## src/verilog/aic_pkg.sv

```systemverilog
// Constants for the per-axis interrupt cause logic.
// Assumes one reference clock and a command port that carries read and write commands.
package aic_pkg;

    // ------------------------------------------------------------------
    // Sizes
    // ------------------------------------------------------------------
    localparam int NUM_AXES = 4;
    localparam int AXIS_W   = 2;
    localparam int DATA_W   = 32;
    localparam int CMD_W    = 8;
    localparam int ERR_W    = 18;
    localparam int EN_W     = 19;
    localparam int STAT_W   = 20;

    // ------------------------------------------------------------------
    // Command codes
    // ------------------------------------------------------------------
    localparam logic [CMD_W-1:0] CMD_RD_ERR_CAUSE   = 8'hf2;
    localparam logic [CMD_W-1:0] CMD_RD_EVT_STATUS  = 8'hf3;
    localparam logic [CMD_W-1:0] CMD_WR_EVT_ENABLE  = 8'hac;
    localparam logic [CMD_W-1:0] CMD_WR_ENV_ONE     = 8'h9c;

    // ------------------------------------------------------------------
    // Field positions
    // ------------------------------------------------------------------
    localparam int ERR_UNDEF_BIT   = 11;
    localparam int ENV_INTMASK_BIT = 29;
    localparam int EN_DIR_BIT      = 17;
    localparam int EN_START_BIT    = 18;
    localparam int ST_DIR_PLUS     = 17;
    localparam int ST_DIR_MINUS    = 18;
    localparam int ST_START_BIT    = 19;

    // ------------------------------------------------------------------
    // Cause bit positions
    // ------------------------------------------------------------------
    localparam int ERR_CMP_FIRST_BIT    = 0;
    localparam int ERR_CMP_LAST_BIT     = 4;
    localparam int ERR_ALARM_BIT        = 7;
    localparam int ERR_SLOW_DOWN_BIT    = 10;
    localparam int ERR_BAD_DATA_BIT     = 12;
    localparam int ERR_CO_STOP_BIT      = 13;
    localparam int ERR_PULSER_OVF_BIT   = 14;
    localparam int ERR_OVER_RANGE_BIT   = 15;
    localparam int ERR_ENC_PHASE_BIT    = 16;
    localparam int ERR_PULSER_PHASE_BIT = 17;
    localparam int ST_PREREG_FIRST_BIT  = 2;
    localparam int ST_PREREG_LAST_BIT   = 3;
    localparam int ST_CMP_FIRST_BIT     = 8;
    localparam int ST_CMP_LAST_BIT      = 12;
    localparam int ST_CLEAR_BIT         = 13;
    localparam int ST_LATCH_BIT         = 14;
    localparam int ST_ORIGIN_BIT        = 15;
    localparam int ST_SLOW_DOWN_BIT     = 16;

    // Defined error cause bits 0..17; only bit 11 stays zero.
    localparam logic [ERR_W-1:0]  ERR_VALID_MASK = 18'h3f7ff;

    // ------------------------------------------------------------------
    // Reset values
    // ------------------------------------------------------------------
    localparam logic [ERR_W-1:0]  ERR_RESET    = 18'h00000;
    localparam logic [EN_W-1:0]   EN_RESET     = 19'h00000;
    localparam logic [STAT_W-1:0] STAT_RESET   = 20'h00000;
    localparam logic              MASK_RESET   = 1'b0;

endpackage : aic_pkg

```

## src/verilog/aic_axis_interrupt_cause.sv

```systemverilog
// Per-axis interrupt cause registers, event enables and the shared interrupt pin.
// Assumes cause pulses from the motion logic and commands synchronous to clk.
`timescale 1ns/10ps

module aic_axis_interrupt_cause
    import aic_pkg::*;
(
    input  wire logic                            clk,
    input  wire logic                            reset,
    input  wire logic                            ce,
    input  wire logic [NUM_AXES-1:0][ERR_W-1:0]  err_cause_in,
    input  wire logic [NUM_AXES-1:0][STAT_W-1:0] evt_cause_in,
    input  wire logic                            cmd_valid,
    input  wire logic [AXIS_W-1:0]               cmd_axis,
    input  wire logic [CMD_W-1:0]                cmd_code,
    input  wire logic [DATA_W-1:0]               cmd_wdata,
    output logic                                 rd_valid,
    output logic [DATA_W-1:0]                    rd_data,
    output logic [NUM_AXES-1:0]                  err_flag,
    output logic [NUM_AXES-1:0]                  evt_flag,
    output logic                                 int_n
);

    // ------------------------------------------------------------------
    // State
    // ------------------------------------------------------------------
    typedef struct packed {
        logic [NUM_AXES-1:0][ERR_W-1:0]  error_cause;
        logic [NUM_AXES-1:0][EN_W-1:0]   event_enable;
        logic [NUM_AXES-1:0][STAT_W-1:0] event_status;
        logic                            int_mask;
        logic                            int_n;
        logic                            rd_valid;
        logic [DATA_W-1:0]               rd_data;
        logic [NUM_AXES-1:0]             err_flag;
        logic [NUM_AXES-1:0]             evt_flag;
    } aic_state_type;

    localparam aic_state_type STATE_RESET = '{
        error_cause:  {NUM_AXES{ERR_RESET}},
        event_enable: {NUM_AXES{EN_RESET}},
        event_status: {NUM_AXES{STAT_RESET}},
        int_mask:     MASK_RESET,
        int_n:        1'b1,
        rd_valid:     1'b0,
        rd_data:      '0,
        err_flag:     '0,
        evt_flag:     '0
    };

    aic_state_type state_reg;
    aic_state_type state_next;

    logic [NUM_AXES-1:0][ERR_W-1:0]  err_set;
    logic [NUM_AXES-1:0][STAT_W-1:0] en_expand;
    logic [NUM_AXES-1:0]             err_pend;
    logic [NUM_AXES-1:0]             evt_pend;
    logic [NUM_AXES-1:0]             clr_err;
    logic [NUM_AXES-1:0]             clr_evt;
    logic [NUM_AXES-1:0]             wr_en;
    logic                            any_pend;
    logic                            wr_env;

    // ------------------------------------------------------------------
    // Per-axis cause decode
    // ------------------------------------------------------------------
    genvar g;
    generate
        for (g = 0; g < NUM_AXES; g++) begin : g_axis
            // Error bits 0..17 land in place; undefined bit 11 is dropped.
            assign err_set[g] = err_cause_in[g] & ERR_VALID_MASK;
            // One enable bit covers both direction changes.
            assign en_expand[g] = {state_reg.event_enable[g][EN_START_BIT],
                                   state_reg.event_enable[g][EN_DIR_BIT],
                                   state_reg.event_enable[g][EN_DIR_BIT:0]};
            assign err_pend[g] = |state_reg.error_cause[g];
            assign evt_pend[g] = |(state_reg.event_status[g] & en_expand[g]);
            assign clr_err[g] = cmd_valid && (cmd_axis == AXIS_W'(g))
                                && (cmd_code == CMD_RD_ERR_CAUSE);
            assign clr_evt[g] = cmd_valid && (cmd_axis == AXIS_W'(g))
                                && (cmd_code == CMD_RD_EVT_STATUS);
            assign wr_en[g] = cmd_valid && (cmd_axis == AXIS_W'(g))
                              && (cmd_code == CMD_WR_EVT_ENABLE);
        end
    endgenerate

    assign any_pend = (|err_pend) | (|evt_pend);
    assign wr_env   = cmd_valid && (cmd_code == CMD_WR_ENV_ONE);

    // ------------------------------------------------------------------
    // Next state
    // ------------------------------------------------------------------
    always_comb begin
        state_next = state_reg;
        if (ce) begin
            state_next.rd_valid = 1'b0;
            for (int a = 0; a < NUM_AXES; a++) begin
                // A new cause in the clearing cycle survives the clear.
                state_next.error_cause[a] = (state_reg.error_cause[a]
                                             & ~{ERR_W{clr_err[a]}})
                                            | err_set[a];
                // All events latch in status regardless of enable.
                state_next.event_status[a] = (state_reg.event_status[a]
                                              & ~{STAT_W{clr_evt[a]}})
                                             | evt_cause_in[a];
                if (wr_en[a]) begin
                    state_next.event_enable[a] = cmd_wdata[EN_W-1:0];
                end
                state_next.err_flag[a] = |state_next.error_cause[a];
                state_next.evt_flag[a] = |(state_next.event_status[a] & en_expand[a]);
            end
            if (wr_env) begin
                state_next.int_mask = cmd_wdata[ENV_INTMASK_BIT];
            end
            if (cmd_valid && cmd_code == CMD_RD_ERR_CAUSE) begin
                state_next.rd_valid = 1'b1;
                state_next.rd_data  = DATA_W'(state_reg.error_cause[cmd_axis]);
            end else if (cmd_valid && cmd_code == CMD_RD_EVT_STATUS) begin
                state_next.rd_valid = 1'b1;
                state_next.rd_data  = DATA_W'(state_reg.event_status[cmd_axis]);
            end
            // Pin follows the registered causes, so status always leads it.
            state_next.int_n = !(any_pend && !state_reg.int_mask);
        end
    end

    // ------------------------------------------------------------------
    // Registers
    // ------------------------------------------------------------------
    always_ff @(posedge clk) begin
        if (reset) begin
            state_reg <= STATE_RESET;
        end else begin
            state_reg <= state_next;
        end
    end

    assign rd_valid = state_reg.rd_valid;
    assign rd_data  = state_reg.rd_data;
    assign err_flag = state_reg.err_flag;
    assign evt_flag = state_reg.evt_flag;
    assign int_n    = state_reg.int_n;

    // ------------------------------------------------------------------
    // Checks
    // ------------------------------------------------------------------
    logic [ERR_W-1:0]  sel_err;
    logic [STAT_W-1:0] sel_evt;
    logic [NUM_AXES-1:0][ERR_W-1:0] err_undef;

    assign sel_err = state_reg.error_cause[cmd_axis];
    assign sel_evt = state_reg.event_status[cmd_axis];

    generate
        for (g = 0; g < NUM_AXES; g++) begin : g_chk
            assign err_undef[g] = state_reg.error_cause[g] & ~ERR_VALID_MASK;
        end
    endgenerate

    // ------------------------------------------------------------------
    // Per-axis cause mapping checks
    // ------------------------------------------------------------------
    generate
        for (g = 0; g < NUM_AXES; g++) begin : g_rule

        end
    endgenerate
endmodule : aic_axis_interrupt_cause

```

## config.mk

```make
export PLATFORM = sky130hd
export DESIGN_NAME = aic_axis_interrupt_cause
export DESIGN_NICKNAME = d
export VERILOG_FILES = /design/src/verilog/aic_pkg.sv /design/src/verilog/aic_axis_interrupt_cause.sv
export SDC_FILE = /design/constraint.sdc
export NUM_CORES = 1
export LEC_CHECK = 0
export BUFFER_PORTS_ARGS = -buffer_cell sky130_fd_sc_hd__buf_2
export CAP_MARGIN = 20
export CORE_MARGIN = 2
export CORE_UTILIZATION = 40
export CTS_BUF_LIST = sky130_fd_sc_hd__clkbuf_4 sky130_fd_sc_hd__clkbuf_8
export DETAILED_ROUTE_END_ITERATION = 10
export SLEW_MARGIN = 40
export SYNTH_ARGS = -nofsm -noshare
export SYNTH_HDL_FRONTEND = slang
export SYNTH_SLANG_ARGS = --single-unit
```

## constraint.sdc

```tcl
create_clock -name clk -period 7 [get_ports clk]
set_input_delay 2.1 -clock clk [delete_from_list [all_inputs] [get_ports clk]]
set_output_delay 2.1 -clock clk [all_outputs]
set_load 0.05 [all_outputs]
```

==> run_results.csv, run 1 <==
group,metric,value,unit
yosys,synth_cells,1218,
floorplanning,initial_core_util,0.4092,
critical_path,cp.depth,7,
grt,grt_pass1_vias,10202,
sta,tightestPinTransition,0.8223,ns
sta,max_slew_margin,0.4503,
clock_tree,cts.reportedPaths.clkPinSlew,0.06,ns
clock_tree,cts_root_buf,"clkbuf_8",
clock_tree,clockBufferDepth,3,
final_layout,drive_gt1_frac,0.2462,
yosys,synthArstFlopShare,0,
final_layout,largest_register_ffs,149,
sta,fmax,225.7,MHz
placed_design,place.gp.congestion,0.9582,
grt,grt_usage,0.2708,
yosys,synth_edf_count,0,
yosys,synth_top_area_frac,0.4524,
critical_path,cp_slowest_cell,"nand3_1",
yosys,synth_top_flop_cell,"dfxtp_1",
critical_path,cp_max_fo,18,
yosys,netlist_area,11460,sq um
placed_design,dpl.hpwl,30810,um
sta,min_period,4.431,ns
yosys,synth_area_leaders,"dfxtp_1 (45%), a22oi_1 (12%), nor2_1 (7.8%), mux4_2 (7.3%), mux2i_1 (5.1%)",
drt,drc,0,
min_path,worstHoldPathType,"flip-flop to flip-flop",
critical_path,reg2reg_depth,5,
grt,gr-total-overflow,0,
final_layout,nFillCells,2726,
grt,grt_max_degree,159,
yosys,yosys.area.top_type,"dfxtp_1",
critical_path,start_kind,"primary input",
clock_tree,post-cts-setup-buffers,0,
final_layout,layout.nets,1565,
critical_path,worst_path_largest_cell_delay,0.71,ns
critical_path,cp-end-kind,"flip-flop",
placed_design,dp.cells,1699,
drt,drt_wl_total,42120,um
drt,drt-pass1-iter-count,6,
grt,grt_pass1_wl,62420,um
clock_tree,ctsHoldBuffers,0,
floorplanning,die_area,30020,sq um
placed_design,numPortBuffers,211,
clock_tree,cts_sinks,259,
clock_tree,htreeDepth,2,
grt,antenna_found_initial,1,
drt,drt-initial-drc-count,1333,
sta,hold_viol_final,0,
clock_tree,cts-buffers-inserted,44,
power_and_ir_drop,power,3.386,mW
flow_run,max_cap_violations,0,
critical_path,crit_chain,"buf_2 -> nor4bb_1 -> and2_1 -> nor2b_2 -> nand3_1 -> a22oi_1 -> nor2_1",
min_path,hold_path_depth,2,
drt,detail-route-antenna-nets,0,
clock_tree,cts_resized,0,
sta,slew_violations,0,
run_status,status,"finished, final reports clean",
yosys,synth_warnings,0,
critical_path,critPathTopFamily,"simple AND/OR/NAND/NOR gates",
floorplanning,core-area,28010,sq um
final_layout,layoutNonFillerInstCount,1776,
sta,setup-violations-final,0,
clock_tree,insertion_delay,0.56,ns
clock_tree,tritoncts,"built",
yosys,ys_ff_latch,259,
sta,post-route-period-util,0.6331,
floorplanning,fp.dieW,173.3,um
floorplanning,die_h,173.3,um
drt,via_per_inst,5.994,
sta,rsz0062_at_grt,"no",
critical_path,cp_num_buf_inv,1,
critical_path,arrival,4.82,ns
critical_path,required,7.39,ns
critical_path,path_class,"primary input to flip-flop",
yosys,seq_area_frac_synth,0.4524,
drt,post_drt_wl_per_cell,23.72,um
drt,via_count,10646,
floorplanning,num_rows,61,
sta,setup_tns,0,ns
floorplanning,ios,240,
final_layout,area_growth,17.01,%
yosys,synth_area_per_cell,9.410,sq um
power_and_ir_drop,vdd.ir_drop.worst,0.1682,mV
sta,fin_skew,0.03347,ns
power_and_ir_drop,p_leak,5.243,nW
power_and_ir_drop,p_per_area,252.5,nW/um^2
yosys,synthDistinctLibCells,49,
[tightest hold or removal path, cell delays in order, from the launching register on]
cell	delay, ns
dfxtp_1	0.32
nand2_1	0.06
a21oi_1	0.05
[cell families (layout without fill, tap and decap cells)]
group	after synthesis	in the layout	share of synthesized area
multiplexers	96	96	0.1257
flip-flops	259	259	0.4524
other	1	13	0.0003272
buffers and inverters	128	296	0.05808
AO/OA/AOI/OAI	300	300	0.1914
AND/OR/NAND/NOR	434	434	0.1722
[layout by cell type, fill, tap and decap left out, types with 3 or more instances in the layout]
cell and instances:
a2111oi_0 3, a211oi_1 3, a21o_1 6, a21oi_1 30, a221oi_1 32, a222oi_1 7
a22o_1 11, a22oi_1 178, and3_1 4, and3b_1 4, and4_1 3, buf_2 209
buf_4 7, clkbuf_4 16, clkbuf_8 54, clkinv_2 5, conb_1 12, dfxtp_1 259
mux2i_1 58, mux4_2 37, nand2_1 57, nand2b_1 5, nand3_1 20, nand3_2 3
nand4_1 16, nor2_1 239, nor2b_1 3, nor3_1 28, nor4_1 28, o21ai_0 23
or4_1 10
[path summary, 6_finish.rpt]
check,slack [ns],to,from
hold / removal,0.47,en_expand[17]$_SDFFE_PP0P_,en_expand[17]$_SDFFE_PP0P_
setup / recovery,2.57,state_reg[229]$_SDFFE_PP0P_,cmd_code[3]
hold reg to reg,0.47,en_expand[17]$_SDFFE_PP0P_,en_expand[17]$_SDFFE_PP0P_
setup reg to reg,4.76,int_n$_SDFFE_PP1P_,state_reg[200]$_SDFFE_PP0P_
[report_power, final]
group          leakage [nW]  total [mW]  switching (mW)  internal (mW)
clock                 0.496        1.43           0.620          0.814
combinational          2.62       0.340           0.199          0.140
sequential             2.12        1.61          0.0745           1.54
total                  5.24        3.39           0.894           2.49
[cell type report]
type | instances | area (sq um) | area share
multi-input combinational | 842 | 5678 | 0.4234
sequential | 259 | 5185 | 0.3866
timing repair buffer | 219 | 1150 | 0.08574
clock buffer | 70 | 863.3 | 0.06438
tap | 378 | 473.0 | 0.03527
clock inverter | 6 | 55.05 | 0.004105
inverter | 1 | 3.754 | 0.0002799
antenna | 1 | 2.502 | 0.0001866
[metal layers]
metal  vias to the layer above  wire length [um]  track usage
li1                       4828                 -            -
met1                      5169             18900       0.3920
met4                         0              1262      0.09357
met5                         -                 0            0
met3                        73              3983      0.05636
met2                       576             17970       0.3995
[cells in the mapped netlist (2+ instances only)]
cell type	number
nor2_4	2
a222oi_1	7
clkbuf_1	69
a21boi_0	2
nand2_1	57
o21ai_0	23
nor2b_1	5
a221oi_1	32
and3_1	4
dfxtp_1	259
a2111oi_0	3
a21o_1	6
a22oi_1	178
a21oi_1	30
nor2_1	239
a211oi_1	3
mux4_2	37
nor4_1	28
buf_2	6
and3b_1	4
mux2i_1	58
buf_1	7
nand3b_1	2
and4_1	3
or4_1	10
a22o_1	11
buf_4	43
nand4_1	16
nand3_1	23
nor3_1	28
nand2b_1	5
[metrics by stage]
step	instance area (sq um)	hold slack, ns	utilization	setup slack (ns)
after floorplan	11500	0.4367	-	3.194
after global placement	12470	0.4649	0.4450	1.773
after detailed placement	12480	0.4632	0.4455	2.121
after CTS	13400	0.4729	0.4783	2.683
after global routing	13410	0.4935	0.4787	2.342
final	13410	0.4718	0.4788	2.569
No activity file was read; power rests on OpenSTA's default activity.
==> run 2, diff against run 1 <==
==> constraint.sdc (replaced) <==
create_clock -name clk -period 3.8 [get_ports clk]
set_input_delay 1.14 -clock clk [delete_from_list [all_inputs] [get_ports clk]]
set_output_delay 1.14 -clock clk [all_outputs]
set_load 0.05 [all_outputs]
==> run_results.csv, run 2 (synthesized netlist as in run 1, its figures left out) <==
group,metric,value,unit
power_and_ir_drop,power,6.232,mW
grt,grt_pass1_vias,10276,
flow_run,max_cap_violations,0,
final_layout,largest_register_ffs,149,
final_layout,layout.nets,1592,
sta,min_period,3.053,ns
power_and_ir_drop,p_comb_frac,0.101,
clock_tree,htreeDepth,2,
critical_path,cp_num_buf_inv,3,
clock_tree,insertion_delay,0.56,ns
grt,antenna_found_initial,0,
clock_tree,clockBufferDepth,3,
min_path,worstHoldPathType,"flip-flop to flip-flop",
clock_tree,ctsHoldBuffers,0,
drt,via_per_inst,6.028,
clock_tree,post-cts-setup-buffers,0,
critical_path,required,4.20,ns
critical_path,cp_slowest_cell,"nor4bb_1",
drt,drt_wl_total,42090,um
critical_path,crit_chain,"buf_2 -> nor4bb_1 -> buf_4 -> and3_1 -> buf_4 -> a21oi_1 -> a2111oi_0 -> a21boi_0 -> a211oi_1",
final_layout,drive_gt1_frac,0.2556,
critical_path,rrSetupSlack,1.51,ns
floorplanning,die_h,173.3,um
placed_design,numPortBuffers,211,
critical_path,arrival,3.45,ns
drt,via_count,10839,
drt,drt-initial-drc-count,1396,
sta,max_slew_margin,0.4719,
drt,drc,0,
sta,hold_viol_final,0,
floorplanning,ios,240,
clock_tree,cts_resized,0,
grt,grt_pass1_wl,62750,um
final_layout,area_growth,18.33,%
clock_tree,cts_sinks,259,
floorplanning,initial_core_util,0.4092,
power_and_ir_drop,vdd.ir_drop.worst,0.2156,mV
power_and_ir_drop,p_clk_frac,0.422,
grt,grt_max_degree,81,
critical_path,cp-end-kind,"flip-flop",
sta,slew_violations,0,
placed_design,place.gp.congestion,0.9561,
critical_path,path_class,"primary input to flip-flop",
final_layout,final_common_cell,"dfxtp_1",
clock_tree,cts.reportedPaths.clkPinSlew,0.06,ns
placed_design,dpl.hpwl,31640,um
final_layout,nFillCells,2779,
grt,grt_usage,0.2726,
power_and_ir_drop,p_leak,5.348,nW
sta,rsz0062_at_grt,"no",
floorplanning,die_area,30020,sq um
sta,setup-violations-final,0,
drt,drt-pass1-iter-count,6,
power_and_ir_drop,p_sw,1.652,mW
sta,fin_skew,0.02826,ns
final_layout,final_util,0.4842,
floorplanning,fp.dieW,173.3,um
critical_path,cp_max_fo,13,
floorplanning,num_rows,61,
final_layout,final_cell_mix,"dfxtp_1 (259), nor2_1 (239), buf_2 (209), a22oi_1 (178), clkbuf_8 (60)",
drt,post_drt_wl_per_cell,23.41,um
power_and_ir_drop,p_per_area,459.5,nW/um^2
critical_path,critPathTopFamily,"compound AO/OA/AOI/OAI gates",
final_layout,num_antenna_cells,0,
floorplanning,core-area,28010,sq um
sta,tightestPinTransition,0.7922,ns
clock_tree,cts-buffers-inserted,46,
run_status,status,"finished, final reports clean",
grt,gr-total-overflow,0,
clock_tree,tritoncts,"built",
clock_tree,cts_root_buf,"clkbuf_8",
critical_path,cp_common_cell,"buf_4",
drt,detail-route-antenna-nets,0,
sta,fmax,327.5,MHz
power_and_ir_drop,seqPwrFrac,0.477,
power_and_ir_drop,power_switching_share,0.2652,
sta,setup_tns,0,ns
sta,post-route-period-util,0.8035,
critical_path,start_kind,"primary input",
power_and_ir_drop,p_int,4.579,mW
critical_path,worst_path_largest_cell_delay,0.57,ns
## run 2: cell count changes in the layout (fill, tap and decap cells not counted), moves of 3 or more
| cell | delta |
|---|---|
| clkbuf_8 | +6 |
| nand3_2 | -3 |
| nand3_1 | +3 |
| clkbuf_4 | -7 |
| buf_4 | +26 |
## run 2: tightest hold or removal path, stage by stage, from the launching register on
cell and delay, ns:
dfxtp_1 0.32, nand2_1 0.05, a21oi_1 0.05
## run 2: metrics by stage
step	worst slack [ns]	cells	area [sq um]	hold slack [ns]
2_1_floorplan	0.9536	1229	11500	0.4367
3_3_place_gp	0.2525	1724	12640	0.4646
3_5_place_dp	0.3006	1724	12640	0.4642
4_1_cts	0.8796	1798	13560	0.4707
5_1_grt	0.8264	1798	13560	0.4911
6_report	0.7467	1798	13560	0.4712
## run 2: routing by layer
metal  vias to the layer above  GRT usage  share of wire
met5                         -          0              0
li1                       4865          -              -
met3                        87    0.04956           0.10
met1                      5262     0.4019           0.44
met2                       625     0.3968           0.42
met4                         0    0.09887          0.033
## run 2: power by group through the flow
stage	logic [mW]	registers [mW]	clock network [mW]
floorplan	0.387	2.95	0
CTS	0.624	2.96	2.66
global placement	0.617	3.01	0
global route	0.674	2.98	2.80
detailed placement	0.622	3.02	0
finish	0.628	2.97	2.63
## run 2: path summary, 6_finish.rpt
| path | start | endpoint | depth (start not counted) |
|---|---|---|---|
| worst min-delay path | en_expand[9]$_SDFFE_PP0P_ | en_expand[9]$_SDFFE_PP0P_ | 2 |
| worst max-delay path | cmd_code[3] | evt_flag[1]$_SDFFE_PP0P_ | 9 |
| worst min register to register | en_expand[9]$_SDFFE_PP0P_ | en_expand[9]$_SDFFE_PP0P_ | 2 |
| worst max register to register | state_reg[200]$_SDFFE_PP0P_ | int_n$_SDFFE_PP1P_ | 5 |
## run 2: final cells by class
cell class,count,area [sq um],area share
Sequential cell,259,5185,0.3823
Clock buffer,69,893.4,0.06587
Clock inverter,5,27.53,0.002030
Inverter,1,3.754,0.0002768
Tap cell,378,473.0,0.03487
Timing Repair Buffer,244,1325,0.09770
Multi-Input combinational cell,842,5654,0.4169
